`src/srh_regs.svh`:
```
/*
 * Register map, field positions, reset values and counts for the state range histogram engine.
 * Assumes a byte-addressed 8-bit Wishbone address; each register is one aligned 32-bit word.
 */
// Functional notes
// RULE_01: A sample is exactly 1024 qualified states, then sorted into the histogram.
// RULE_02: A random delay separates consecutive samples.
// RULE_03: Sampling repeats continuously after start until a stop request arrives.
// RULE_04: First stop request: finish one more full sample, add it, then end.
// RULE_05: Second stop request: abandon the sample in progress, never add it.
// RULE_06: Ranges compare against one label chosen from eight configured bit groupings.
// RULE_07: Each range has programmable minimum and maximum, any label value.
// RULE_08: States mode: each access after an opcode fetch counts by its own value.
// RULE_09: Program activity mode: accesses credit the range of the preceding opcode fetch.
// RULE_10: A running total of sampled states is readable at any moment.
// RULE_11: A setting picks the percentage denominator: all states or in-range states.
// RULE_12: Each range reports its hit count as a percentage of that denominator.
// RULE_13: A state is in range when minimum <= value <= maximum.
`ifndef SRH_REGS_SVH
`define SRH_REGS_SVH

`define SRH_ADR_CTRL       8'h00
`define SRH_ADR_STATUS     8'h04
`define SRH_ADR_TOTAL      8'h08
`define SRH_ADR_INRANGE    8'h0C
`define SRH_ADR_RANGE_EN   8'h10

// Address bits 7:5 select a bank of eight words, indexed by bits 4:2
`define SRH_BANK_MISC      3'h0
`define SRH_BANK_SHIFT     3'h1
`define SRH_BANK_MASK      3'h2
`define SRH_BANK_MIN       3'h4
`define SRH_BANK_MAX       3'h5
`define SRH_BANK_HITS      3'h6
`define SRH_BANK_PCT       3'h7

`define SRH_CTRL_START     0
`define SRH_CTRL_STOP      1
`define SRH_CTRL_MODE      2
`define SRH_CTRL_INCL      3
`define SRH_CTRL_LBL_LO    4
`define SRH_CTRL_LBL_HI    6

`define SRH_STAT_RUN       0
`define SRH_STAT_STOPPING  1
`define SRH_STAT_ABORTED   2
`define SRH_STAT_DONE      3

`define SRH_RST_RANGE_EN   8'h00
`define SRH_RST_MASK       32'hFFFFFFFF
`define SRH_SAMPLE_LAST    10'h3FF
`define SRH_SAMPLE_STATES  32'h00000400
`define SRH_PCT_SCALE      40'h0000000064
`define SRH_LFSR_SEED      16'hACE1
`define SRH_LFSR_TAPS      16'hB400

`endif

```
`src/srh_pkg.sv`:
```
/*
 * Types shared by the state range histogram engine.
 * Assumes srh_regs.svh supplies all numeric constants.
 */
package srh_pkg;
	typedef enum logic [1:0] {SRH_IDLE, SRH_GAP, SRH_SAMPLE} srh_state_type;
	typedef logic [31:0] srh_word_type;
	typedef logic [2:0]  srh_index_type;
endpackage : srh_pkg

```
`src/srh_engine.sv`:
```
/*
 * State range histogram engine: samples qualified states of a traced bus in
 * blocks of 1024 with random gaps, sorts them into eight ranges of one label,
 * and reports totals and percentages over a classic Wishbone slave.
 * Assumes the traced bus strobe, status and data arrive asynchronously and are
 * held stable for at least three clocks around each strobe rising edge.
 */
`timescale 1ns/100ps
`include "srh_regs.svh"
module srh_engine (
	input  wire logic         clk_i,
	input  wire logic         rst_i,
	input  wire logic         ce_i,
	input  wire logic [7:0]   wb_adr_i,
	input  wire logic [31:0]  wb_dat_i,
	input  wire logic [3:0]   wb_sel_i,
	input  wire logic         wb_we_i,
	input  wire logic         wb_cyc_i,
	input  wire logic         wb_stb_i,
	output srh_pkg::srh_word_type wb_dat_o,
	output logic              wb_ack_o,
	input  wire logic         state_clk_i,
	input  wire logic         opcode_fetch_i,
	input  wire logic [31:0]  probe_data_i,
	output logic              running_o
);
	import srh_pkg::*;

	// Pin synchronisers
	logic [31:0]   data_meta_reg;
	logic [31:0]   data_sync_reg;
	logic          op_meta_reg;
	logic          op_sync_reg;
	logic          sclk_meta_reg;
	logic          sclk_sync_reg;
	logic          sclk_prev_reg;
	logic          state_edge;

	// Configuration
	logic          mode_prog_reg;
	logic          incl_inrange_reg;
	srh_index_type label_sel_reg;
	logic [7:0]    range_en_reg;
	logic [4:0]    shift_reg [8];
	srh_word_type  mask_reg  [8];
	srh_word_type  min_reg   [8];
	srh_word_type  max_reg   [8];

	// Measurement
	srh_state_type st_reg;
	logic [7:0]    gap_reg;
	logic [9:0]    smp_cnt_reg;
	logic          stop_pend_reg;
	logic          aborted_reg;
	logic          done_reg;
	srh_word_type  total_reg;
	srh_word_type  inrange_reg;
	logic [10:0]   smp_in_reg;
	logic [10:0]   smp_hit_reg [8];
	srh_word_type  hit_reg     [8];
	logic [7:0]    op_vec_reg;
	logic [6:0]    pct_reg     [8];
	srh_index_type pct_idx_reg;

	logic          ack_reg;
	logic [15:0]   rnd;
	srh_word_type  label_val;
	logic [7:0]    in_vec;
	logic [7:0]    credit;
	logic          any_hit;
	logic          wr_en;
	logic          start_p;
	logic          stop_p;
	logic          clear_all;
	logic          abort_now;
	logic          count_en;
	logic          commit;
	logic [2:0]    bank;
	srh_index_type widx;
	srh_word_type  rd_data;
	logic          div_busy;
	logic          div_done;
	logic [6:0]    div_q;
	logic [39:0]   div_num;
	srh_word_type  div_den;

	function automatic srh_word_type merge(input srh_word_type old_v, input srh_word_type new_v,
		input logic [3:0] be);
		srh_word_type r;
		r = old_v;
		for (int b = 0; b < 4; b++) begin
			if (be[b]) begin
				r[8*b +: 8] = new_v[8*b +: 8];
			end
		end
		return r;
	endfunction : merge

	srh_lfsr u_lfsr (
		.clk_i (clk_i),
		.rst_i (rst_i),
		.ce_i  (ce_i),
		.rnd_o (rnd)
	);

	// Second stage feeds logic; third stage only for edge detection
	always_ff @(posedge clk_i) begin
		if (rst_i) begin
			data_meta_reg <= 32'h00000000;
			data_sync_reg <= 32'h00000000;
			op_meta_reg   <= 1'b0;
			op_sync_reg   <= 1'b0;
			sclk_meta_reg <= 1'b0;
			sclk_sync_reg <= 1'b0;
			sclk_prev_reg <= 1'b0;
		end else if (ce_i) begin
			data_meta_reg <= probe_data_i;
			data_sync_reg <= data_meta_reg;
			op_meta_reg   <= opcode_fetch_i;
			op_sync_reg   <= op_meta_reg;
			sclk_meta_reg <= state_clk_i;
			sclk_sync_reg <= sclk_meta_reg;
			sclk_prev_reg <= sclk_sync_reg;
		end
	end

	assign state_edge = sclk_sync_reg && !sclk_prev_reg;

	// Label extraction and range compare
	assign label_val = (data_sync_reg >> shift_reg[label_sel_reg]) & mask_reg[label_sel_reg]; // [RULE_06]

	genvar gi;
	generate
		for (gi = 0; gi < 8; gi++) begin : g_range
			assign in_vec[gi] = range_en_reg[gi] && (label_val >= min_reg[gi])
				&& (label_val <= max_reg[gi]); // [RULE_07] [RULE_13]
		end
	endgenerate

	// Accesses after an opcode fetch inherit that fetch's ranges in program mode
	assign credit  = (mode_prog_reg && !op_sync_reg) ? op_vec_reg : in_vec; // [RULE_08] [RULE_09]
	assign any_hit = |credit;

	// Bus decode
	assign wr_en     = ce_i && wb_cyc_i && wb_stb_i && wb_we_i && !ack_reg;
	assign bank      = wb_adr_i[7:5];
	assign widx      = wb_adr_i[4:2];
	assign start_p   = wr_en && wb_sel_i[0] && (wb_adr_i == `SRH_ADR_CTRL) && wb_dat_i[`SRH_CTRL_START];
	assign stop_p    = wr_en && wb_sel_i[0] && (wb_adr_i == `SRH_ADR_CTRL) && wb_dat_i[`SRH_CTRL_STOP];
	assign clear_all = start_p;
	assign abort_now = stop_p && stop_pend_reg && (st_reg != SRH_IDLE) && !start_p; // [RULE_05]
	assign count_en  = ce_i && (st_reg == SRH_SAMPLE) && state_edge && !abort_now && !start_p;
	assign commit    = count_en && (smp_cnt_reg == `SRH_SAMPLE_LAST); // [RULE_01]

	always_ff @(posedge clk_i) begin
		if (rst_i) begin
			ack_reg  <= 1'b0;
			wb_ack_o <= 1'b0;
			wb_dat_o <= 32'h00000000;
		end else if (ce_i) begin
			ack_reg  <= wb_cyc_i && wb_stb_i && !ack_reg;
			wb_ack_o <= wb_cyc_i && wb_stb_i && !ack_reg;
			wb_dat_o <= rd_data;
		end
	end

	always_comb begin
		rd_data = 32'h00000000;
		case (bank)
			`SRH_BANK_MISC: begin
				case (wb_adr_i)
					`SRH_ADR_CTRL: begin
						rd_data[`SRH_CTRL_MODE]                     = mode_prog_reg;
						rd_data[`SRH_CTRL_INCL]                     = incl_inrange_reg;
						rd_data[`SRH_CTRL_LBL_HI:`SRH_CTRL_LBL_LO] = label_sel_reg;
					end
					`SRH_ADR_STATUS: begin
						rd_data[`SRH_STAT_RUN]      = (st_reg != SRH_IDLE);
						rd_data[`SRH_STAT_STOPPING] = stop_pend_reg;
						rd_data[`SRH_STAT_ABORTED]  = aborted_reg;
						rd_data[`SRH_STAT_DONE]     = done_reg;
					end
					`SRH_ADR_TOTAL:    rd_data = total_reg; // [RULE_10]
					`SRH_ADR_INRANGE:  rd_data = inrange_reg;
					`SRH_ADR_RANGE_EN: rd_data[7:0] = range_en_reg;
					default:           rd_data = 32'h00000000;
				endcase
			end
			`SRH_BANK_SHIFT: rd_data[4:0] = shift_reg[widx];
			`SRH_BANK_MASK:  rd_data = mask_reg[widx];
			`SRH_BANK_MIN:   rd_data = min_reg[widx];
			`SRH_BANK_MAX:   rd_data = max_reg[widx];
			`SRH_BANK_HITS:  rd_data = hit_reg[widx];
			`SRH_BANK_PCT:   rd_data[6:0] = pct_reg[widx]; // [RULE_12]
			default:         rd_data = 32'h00000000;
		endcase
	end

	// Configuration writes
	always_ff @(posedge clk_i) begin
		if (rst_i) begin
			mode_prog_reg    <= 1'b0;
			incl_inrange_reg <= 1'b0;
			label_sel_reg    <= 3'h0;
			range_en_reg     <= `SRH_RST_RANGE_EN;
		end else if (wr_en && (bank == `SRH_BANK_MISC)) begin
			if (wb_adr_i == `SRH_ADR_CTRL && wb_sel_i[0]) begin
				mode_prog_reg    <= wb_dat_i[`SRH_CTRL_MODE];
				incl_inrange_reg <= wb_dat_i[`SRH_CTRL_INCL]; // [RULE_11]
				label_sel_reg    <= wb_dat_i[`SRH_CTRL_LBL_HI:`SRH_CTRL_LBL_LO];
			end
			if (wb_adr_i == `SRH_ADR_RANGE_EN && wb_sel_i[0]) begin
				range_en_reg <= wb_dat_i[7:0];
			end
		end
	end

	// Per-range configuration, sample and total counters
	generate
		for (gi = 0; gi < 8; gi++) begin : g_cnt
			always_ff @(posedge clk_i) begin
				if (rst_i) begin
					shift_reg[gi] <= 5'h00;
					mask_reg[gi]  <= `SRH_RST_MASK;
					min_reg[gi]   <= 32'h00000000;
					max_reg[gi]   <= 32'h00000000;
				end else if (wr_en && (widx == gi)) begin
					if (bank == `SRH_BANK_SHIFT && wb_sel_i[0]) begin
						shift_reg[gi] <= wb_dat_i[4:0];
					end
					if (bank == `SRH_BANK_MASK) begin
						mask_reg[gi] <= merge(mask_reg[gi], wb_dat_i, wb_sel_i);
					end
					if (bank == `SRH_BANK_MIN) begin
						min_reg[gi] <= merge(min_reg[gi], wb_dat_i, wb_sel_i);
					end
					if (bank == `SRH_BANK_MAX) begin
						max_reg[gi] <= merge(max_reg[gi], wb_dat_i, wb_sel_i);
					end
				end
			end

			// Sample counts are held apart so an abort can drop them whole
			always_ff @(posedge clk_i) begin
				if (rst_i) begin
					smp_hit_reg[gi] <= 11'h000;
					hit_reg[gi]     <= 32'h00000000;
				end else if (ce_i) begin
					if (clear_all) begin
						smp_hit_reg[gi] <= 11'h000;
						hit_reg[gi]     <= 32'h00000000;
					end else if (abort_now) begin
						smp_hit_reg[gi] <= 11'h000; // [RULE_05]
					end else if (commit) begin
						smp_hit_reg[gi] <= 11'h000;
						hit_reg[gi]     <= hit_reg[gi] + {21'h000000, smp_hit_reg[gi]}
							+ {31'h00000000, credit[gi]}; // [RULE_01]
					end else if (count_en && credit[gi]) begin
						smp_hit_reg[gi] <= smp_hit_reg[gi] + 11'h001;
					end
				end
			end
		end
	endgenerate

	// Range context of the last opcode fetch
	always_ff @(posedge clk_i) begin
		if (rst_i) begin
			op_vec_reg <= 8'h00;
		end else if (ce_i && state_edge && op_sync_reg) begin
			op_vec_reg <= in_vec; // [RULE_09]
		end
	end

	// Sample sequencer
	always_ff @(posedge clk_i) begin
		if (rst_i) begin
			st_reg        <= SRH_IDLE;
			gap_reg       <= 8'h00;
			smp_cnt_reg   <= 10'h000;
			stop_pend_reg <= 1'b0;
			aborted_reg   <= 1'b0;
			done_reg      <= 1'b0;
			running_o     <= 1'b0;
		end else if (ce_i) begin
			running_o <= 1'b0;
			if (start_p) begin
				st_reg        <= SRH_GAP;
				gap_reg       <= rnd[7:0]; // [RULE_02]
				smp_cnt_reg   <= 10'h000;
				stop_pend_reg <= 1'b0;
				aborted_reg   <= 1'b0;
				done_reg      <= 1'b0;
				running_o     <= 1'b1;
			end else if (abort_now) begin
				st_reg        <= SRH_IDLE; // [RULE_05]
				smp_cnt_reg   <= 10'h000;
				stop_pend_reg <= 1'b0;
				aborted_reg   <= 1'b1;
			end else begin
				running_o <= (st_reg != SRH_IDLE);
				if (stop_p && st_reg != SRH_IDLE) begin
					stop_pend_reg <= 1'b1; // [RULE_04]
				end
				case (st_reg)
					SRH_IDLE: begin
						st_reg <= SRH_IDLE;
					end
					SRH_GAP: begin
						if (gap_reg == 8'h00) begin
							st_reg <= SRH_SAMPLE;
						end else begin
							gap_reg <= gap_reg - 8'h01;
						end
					end
					SRH_SAMPLE: begin
						if (commit) begin
							smp_cnt_reg <= 10'h000;
							if (stop_pend_reg || stop_p) begin
								st_reg        <= SRH_IDLE; // [RULE_04]
								stop_pend_reg <= 1'b0;
								done_reg      <= 1'b1;
								running_o     <= 1'b0;
							end else begin
								st_reg  <= SRH_GAP; // [RULE_03]
								gap_reg <= rnd[7:0]; // [RULE_02]
							end
						end else if (count_en) begin
							smp_cnt_reg <= smp_cnt_reg + 10'h001;
						end
					end
					default: begin
						st_reg <= SRH_IDLE;
					end
				endcase
			end
		end
	end

	// Totals over committed samples
	always_ff @(posedge clk_i) begin
		if (rst_i) begin
			total_reg   <= 32'h00000000;
			inrange_reg <= 32'h00000000;
			smp_in_reg  <= 11'h000;
		end else if (ce_i) begin
			if (clear_all || abort_now) begin
				smp_in_reg <= 11'h000;
				if (clear_all) begin
					total_reg   <= 32'h00000000;
					inrange_reg <= 32'h00000000;
				end
			end else if (commit) begin
				smp_in_reg  <= 11'h000;
				total_reg   <= total_reg + `SRH_SAMPLE_STATES; // [RULE_10]
				inrange_reg <= inrange_reg + {21'h000000, smp_in_reg} + {31'h00000000, any_hit};
			end else if (count_en && any_hit) begin
				smp_in_reg <= smp_in_reg + 11'h001;
			end
		end
	end

	// Percentages refreshed round robin, one range per division
	assign div_den = incl_inrange_reg ? inrange_reg : total_reg; // [RULE_11]
	assign div_num = {8'h00, hit_reg[pct_idx_reg]} * `SRH_PCT_SCALE;

	srh_pct_div u_div (
		.clk_i      (clk_i),
		.rst_i      (rst_i),
		.ce_i       (ce_i),
		.start_i    (!div_busy && !div_done),
		.dividend_i (div_num),
		.divisor_i  (div_den),
		.busy_o     (div_busy),
		.done_o     (div_done),
		.quot_o     (div_q)
	);

	always_ff @(posedge clk_i) begin
		if (rst_i) begin
			pct_idx_reg <= 3'h0;
			for (int i = 0; i < 8; i++) begin
				pct_reg[i] <= 7'h00;
			end
		end else if (ce_i && div_done) begin
			pct_reg[pct_idx_reg] <= div_q; // [RULE_12]
			pct_idx_reg          <= pct_idx_reg + 3'h1;
		end
	end
endmodule : srh_engine

```
`src/srh_lfsr.sv`:
```
/*
 * Free-running 16-bit Galois LFSR giving the random gap between samples.
 * Assumes one clock, synchronous active-high reset and a clock enable.
 */
`timescale 1ns/100ps
`include "srh_regs.svh"
module srh_lfsr (
	input  wire logic        clk_i,
	input  wire logic        rst_i,
	input  wire logic        ce_i,
	output logic      [15:0] rnd_o
);
	always_ff @(posedge clk_i) begin
		if (rst_i) begin
			rnd_o <= `SRH_LFSR_SEED;
		end else if (ce_i) begin
			rnd_o <= rnd_o[0] ? ((rnd_o >> 1) ^ `SRH_LFSR_TAPS) : (rnd_o >> 1);
		end
	end
endmodule : srh_lfsr

```
`src/srh_pct_div.sv`:
```
/*
 * Sequential divider giving hits*100/denominator as a 7-bit percentage.
 * Assumes dividend never exceeds 100 times the divisor; a zero divisor yields 0.
 */
`timescale 1ns/100ps
`include "srh_regs.svh"
module srh_pct_div (
	input  wire logic        clk_i,
	input  wire logic        rst_i,
	input  wire logic        ce_i,
	input  wire logic        start_i,
	input  wire logic [39:0] dividend_i,
	input  wire logic [31:0] divisor_i,
	output logic             busy_o,
	output logic             done_o,
	output logic      [6:0]  quot_o
);
	logic [39:0] rem_reg;
	logic [31:0] dvs_reg;
	logic [2:0]  bit_reg;
	logic [39:0] shifted;

	assign shifted = {8'h00, dvs_reg} << bit_reg;

	always_ff @(posedge clk_i) begin
		if (rst_i) begin
			busy_o  <= 1'b0;
			done_o  <= 1'b0;
			quot_o  <= 7'h00;
			rem_reg <= 40'h0000000000;
			dvs_reg <= 32'h00000000;
			bit_reg <= 3'h0;
		end else if (ce_i) begin
			done_o <= 1'b0;
			if (!busy_o && start_i) begin
				rem_reg <= dividend_i;
				dvs_reg <= divisor_i;
				bit_reg <= 3'h6;
				quot_o  <= 7'h00;
				// Zero divisor would set every quotient bit
				busy_o  <= (divisor_i != 32'h00000000);
				done_o  <= (divisor_i == 32'h00000000);
			end else if (busy_o) begin
				if (rem_reg >= shifted) begin
					rem_reg         <= rem_reg - shifted;
					quot_o[bit_reg] <= 1'b1;
				end
				if (bit_reg == 3'h0) begin
					busy_o <= 1'b0;
					done_o <= 1'b1;
				end else begin
					bit_reg <= bit_reg - 3'h1;
				end
			end
		end
	end
endmodule : srh_pct_div

```
`config.mk`:
```
export PLATFORM = sky130hd
export DESIGN_NAME = srh_engine
export DESIGN_NICKNAME = d
export VERILOG_FILES = /design/src/srh_pkg.sv /design/src/srh_engine.sv /design/src/srh_lfsr.sv /design/src/srh_pct_div.sv
export VERILOG_INCLUDE_DIRS = /design/src
export SDC_FILE = /design/constraint.sdc
export NUM_CORES = 2
export LEC_CHECK = 0
export CAP_MARGIN = 30
export CORE_ASPECT_RATIO = 1.75
export CORE_MARGIN = 2
export CORE_UTILIZATION = 59
export CTS_CLUSTER_DIAMETER = 60
export CTS_CLUSTER_SIZE = 8
export DETAILED_ROUTE_END_ITERATION = 6
export DONT_BUFFER_PORTS = 1
export PLACE_DENSITY = 0.78
export SLEW_MARGIN = 20
export SYNTH_ARGS = -nofsm -noshare
export SYNTH_HDL_FRONTEND = slang
export SYNTH_SLANG_ARGS = --single-unit
```
`constraint.sdc`:
```
create_clock -name clk_i -period 10.65 [get_ports clk_i]
set_input_delay 2.13 -clock clk_i [delete_from_list [all_inputs] [get_ports clk_i]]
set_output_delay 2.13 -clock clk_i [all_outputs]
set_load 0.05 [all_outputs]
```
==> results.py <==
metrics = {
    "sta": {
        "worst_pin_slew_ns": 1.38,
        "rsz0062_at_grt": "false",
        "setup_viol": 0,
        "maxSlewHeadroom_pct": 8.20,
        "fin_crit_sh_pct": 97.3,
        "fmax_mhz": 96.5,
        "drv_slew": 0,
        "fin_ws_ns": 0.291,
        "finClkSkew_ns": 0.0619,
        "fin_crit_ns": 10.36,
        "worst_hold_slack_ns": 0.460,
        "hold_violations": 0,
    },
    "logic_synthesis": {
        "netlist_instances": 9315,
        "syn_nets": 10186,
        "synth_flop_cell": "edfxtp_1",
        "synth.distinct_cells": 81,
        "ys_top_cells_by_area": "edfxtp_1 36%, mux4_2 9.8%, ha_1 9.3%",
        "synth.most_common_cell": "edfxtp_1",
        "ys_top_cells_by_count": "1208 x edfxtp_1, 803 x inv_1, 779 x nor2_1",
        "synth_edf_count": 1208,
        "synth_area_per_cell_sq_um": 10.7,
        "ys_ff_latch": 1529,
        "syn_area_sq_um": 100000,
        "synthArstFlopShare_pct": 0,
        "ys_seq_area_share_pct": 42.7,
        "synth_top_cell_area_share_pct": 36.2,
        "ys_warn_count": 0,
        "yosys.area.top_type": "edfxtp_1",
    },
    "run": {
        "cap_viol_max_count": 0,
    },
    "die": {
        "die_w_um": 315,
        "rows": 200,
        "die_y_um": 549,
        "ios": 118,
        "die-area_sq_um": 173000,
        "initial_core_util_pct": 59.2,
        "coreArea_sq_um": 169000,
    },
    "critical_path": {
        "cp.required_ns": 11.22,
        "timing.critical_path.buf_inv": 7,
        "arrival_ns": 10.93,
        "critPathTopFamily": "compound AO/OA/AOI/OAI gates",
        "cpMaxStageDelayCell": "a22oi_1",
        "r2r_end": "hit_reg[1][28]$_SDFFCE_PN0P_",
        "start_kind": "flip-flop",
        "path_depth": 36,
        "r2r_cells": 36,
        "cp_slowest_stage_delay_ns": 0.93,
        "cp_max_fo": 47,
        "ff2ff_setup_slack_ns": 0.29,
        "crit_type": "reg -> reg",
        "critPathCaptureType": "flip-flop",
    },
    "power_and_ir_drop": {
        "power.leakage_uw": 0.0445,
        "power_uw": 17000,
        "combPwrFrac_pct": 20.7,
        "p_sw_uw": 5040,
        "pwr-share-clk_pct": 37.7,
        "peakVddDrop_v": 0.000145,
        "p_int_uw": 12000,
        "switching_share_pct": 29.6,
        "p_seq_share_pct": 41.7,
        "powerDensity_nw_per_um2": 156,
    },
    "clock_tree": {
        "cts_tree": "built",
        "insertion_delay_ns": 0.90,
        "cts_root_buffer": "clkbuf_16",
        "cts_sinks": 1529,
        "clock_path_buffers": 4,
        "cts_buffers": 219,
        "clkSlewWorstSetupHoldPaths_ns": 0.05,
        "h-tree-depth": 4,
    },
    "layout": {
        "area_growth_pct": 9.11,
        "drive_gt1_share_pct": 13.8,
        "fin_cells": 11605,
        "fin_area_sq_um": 109000,
        "nets": 10125,
    },
    "detailed_routing": {
        "drt_first_pass_iters": 7,
        "first_iter_violations": 7908,
        "ant_nets": 0,
        "wirelength_um": 367000,
        "drc": 1,
        "wl_per_cell_um": 31.6,
        "vias": 77221,
        "viasPerCell": 6.65,
    },
    "status": {
        "status": "finished, violations left",
        "violations": "design-rule violations",
    },
    "global_route": {
        "grt_util_all_layers_pct": 42.4,
        "grt_pass1_wl_um": 527000,
        "overflow": 0,
        "antenna_found_initial": 34,
        "grt_start_max_net_pins": 340,
        "first_global_vias": 78221,
    },
    "hold_path": {
        "hold_depth": 1,
        "min-delay-start": "u_lfsr.rnd_o[12]$_SDFFE_PP0P_",
        "min_to": "u_lfsr.rnd_o[11]$_SDFFE_PP1P_",
        "hold_path.class": "reg -> reg",
    },
    "placed_design": {
        "dpl.cell_count": 11242,
        "numPortBuffers": 0,
        "place_area_sq_um": 103000,
        "dpl_worst_slack_ns": 0.00377,
        "dp_hpwl_um": 271000,
        "gp_congestion": 1.06,
    },
}
## power by group through the flow
stage	registers [uW]	clock network (uW)	logic, uW
floorplan	7050	0	2570
global placement	7170	0	3310
detailed placement	7190	0	3390
CTS	7080	6420	3420
global route	7110	6640	3780
finish	7090	6410	3510
## cell families (layout without fill, tap and decap cells)
| group | after synthesis | count (layout) | share of synthesized area, % |
|---|---|---|---|
| other | 0 | 20 | 0 |
| flip-flops | 1529 | 1529 | 42.7 |
| AO/OA/AOI/OAI | 1433 | 1433 | 9.24 |
| multiplexers | 860 | 860 | 14.1 |
| buffers and inverters | 1288 | 1336 | 4.88 |
| XOR/XNOR | 352 | 352 | 3.08 |
| adder cells (fa/ha/maj) | 788 | 788 | 10.2 |
| AND/OR/NAND/NOR | 3065 | 3065 | 15.8 |
## cells in the final DEF (no fill, tap or decap), types with 22 or more instances in the layout
master,count
a211oi_1,84
a21boi_0,34
a21o_1,304
a21oi_1,369
a22oi_1,47
a31oi_1,29
and2_1,646
and3_1,83
buf_4,178
clkbuf_1,99
clkbuf_16,222
dfxtp_1,312
edfxtp_1,1208
fa_1,46
ha_1,741
inv_1,803
mux2_2,47
mux2i_1,369
mux4_2,436
nand2_1,443
nand2b_1,69
nand3_1,177
nand4_1,141
nor2_1,748
nor2_2,27
nor2b_1,68
nor3_1,164
nor3b_1,22
nor4_1,59
o21a_1,24
o21ai_0,272
o21bai_1,31
o22ai_1,38
o31ai_1,31
or2_2,273
or3_1,64
xnor2_1,229
xor2_1,123
## routing by layer
| metal | up-vias | share of wire [%] | global-route usage [%] |
|---|---|---|---|
| met4 | 18 | 13 | 44.8 |
| met2 | 4299 | 48 | 70.0 |
| met1 | 37691 | 31 | 42.1 |
| li1 | 33597 | - | - |
| met3 | 1616 | 8.2 | 9.89 |
| met5 | - | 0.030 | 0 |
## final cells by class
cell class,count,area [sq um]
fillers,13118,59900
well taps,2222,2780
clock inverters,9,90.1
diodes,20,50.0
flip-flops and latches,1529,42700
multi-input cells,6498,52900
clock buffers,321,5930
inverters,805,3020
repair buffers,201,1710
## stage by stage
| stage | TNS (ns) | util (%) |
|---|---|---|
| detailed placement | 0 | 60.8 |
| global route | 0 | 64.5 |
| floorplan | 0 | - |
| CTS | 0 | 64.4 |
| finish | 0 | 64.6 |
| global placement | -0.873 | 60.7 |
## worst max-delay path by stage
stage | from | endpoint | slack [ns]
final | flip-flop | hit_reg[1][28]$_SDFFCE_PN0P_ | 0.29
after floorplan | wb_adr_i[6] | hit_reg[0][0]$_SDFFCE_PN0P_ | 0.04
after CTS | flip-flop | hit_reg[6][26]$_SDFFCE_PN0P_ | 0.23
after global routing | flip-flop | hit_reg[1][24]$_SDFFCE_PN0P_ | 0.05
after detailed placement | flip-flop | hit_reg[6][26]$_SDFFCE_PN0P_ | 0.004
after global placement | flip-flop | hit_reg[6][30]$_SDFFCE_PN0P_ | -0.18
## what timing repair did
action	CTS	global route
endpoints found under the setup margin	2	63
pin swaps	0	2
gates resized for setup	1	16
buffers inserted	0	1
hold buffers	0	0
Power figures use the tool's default switching activity.
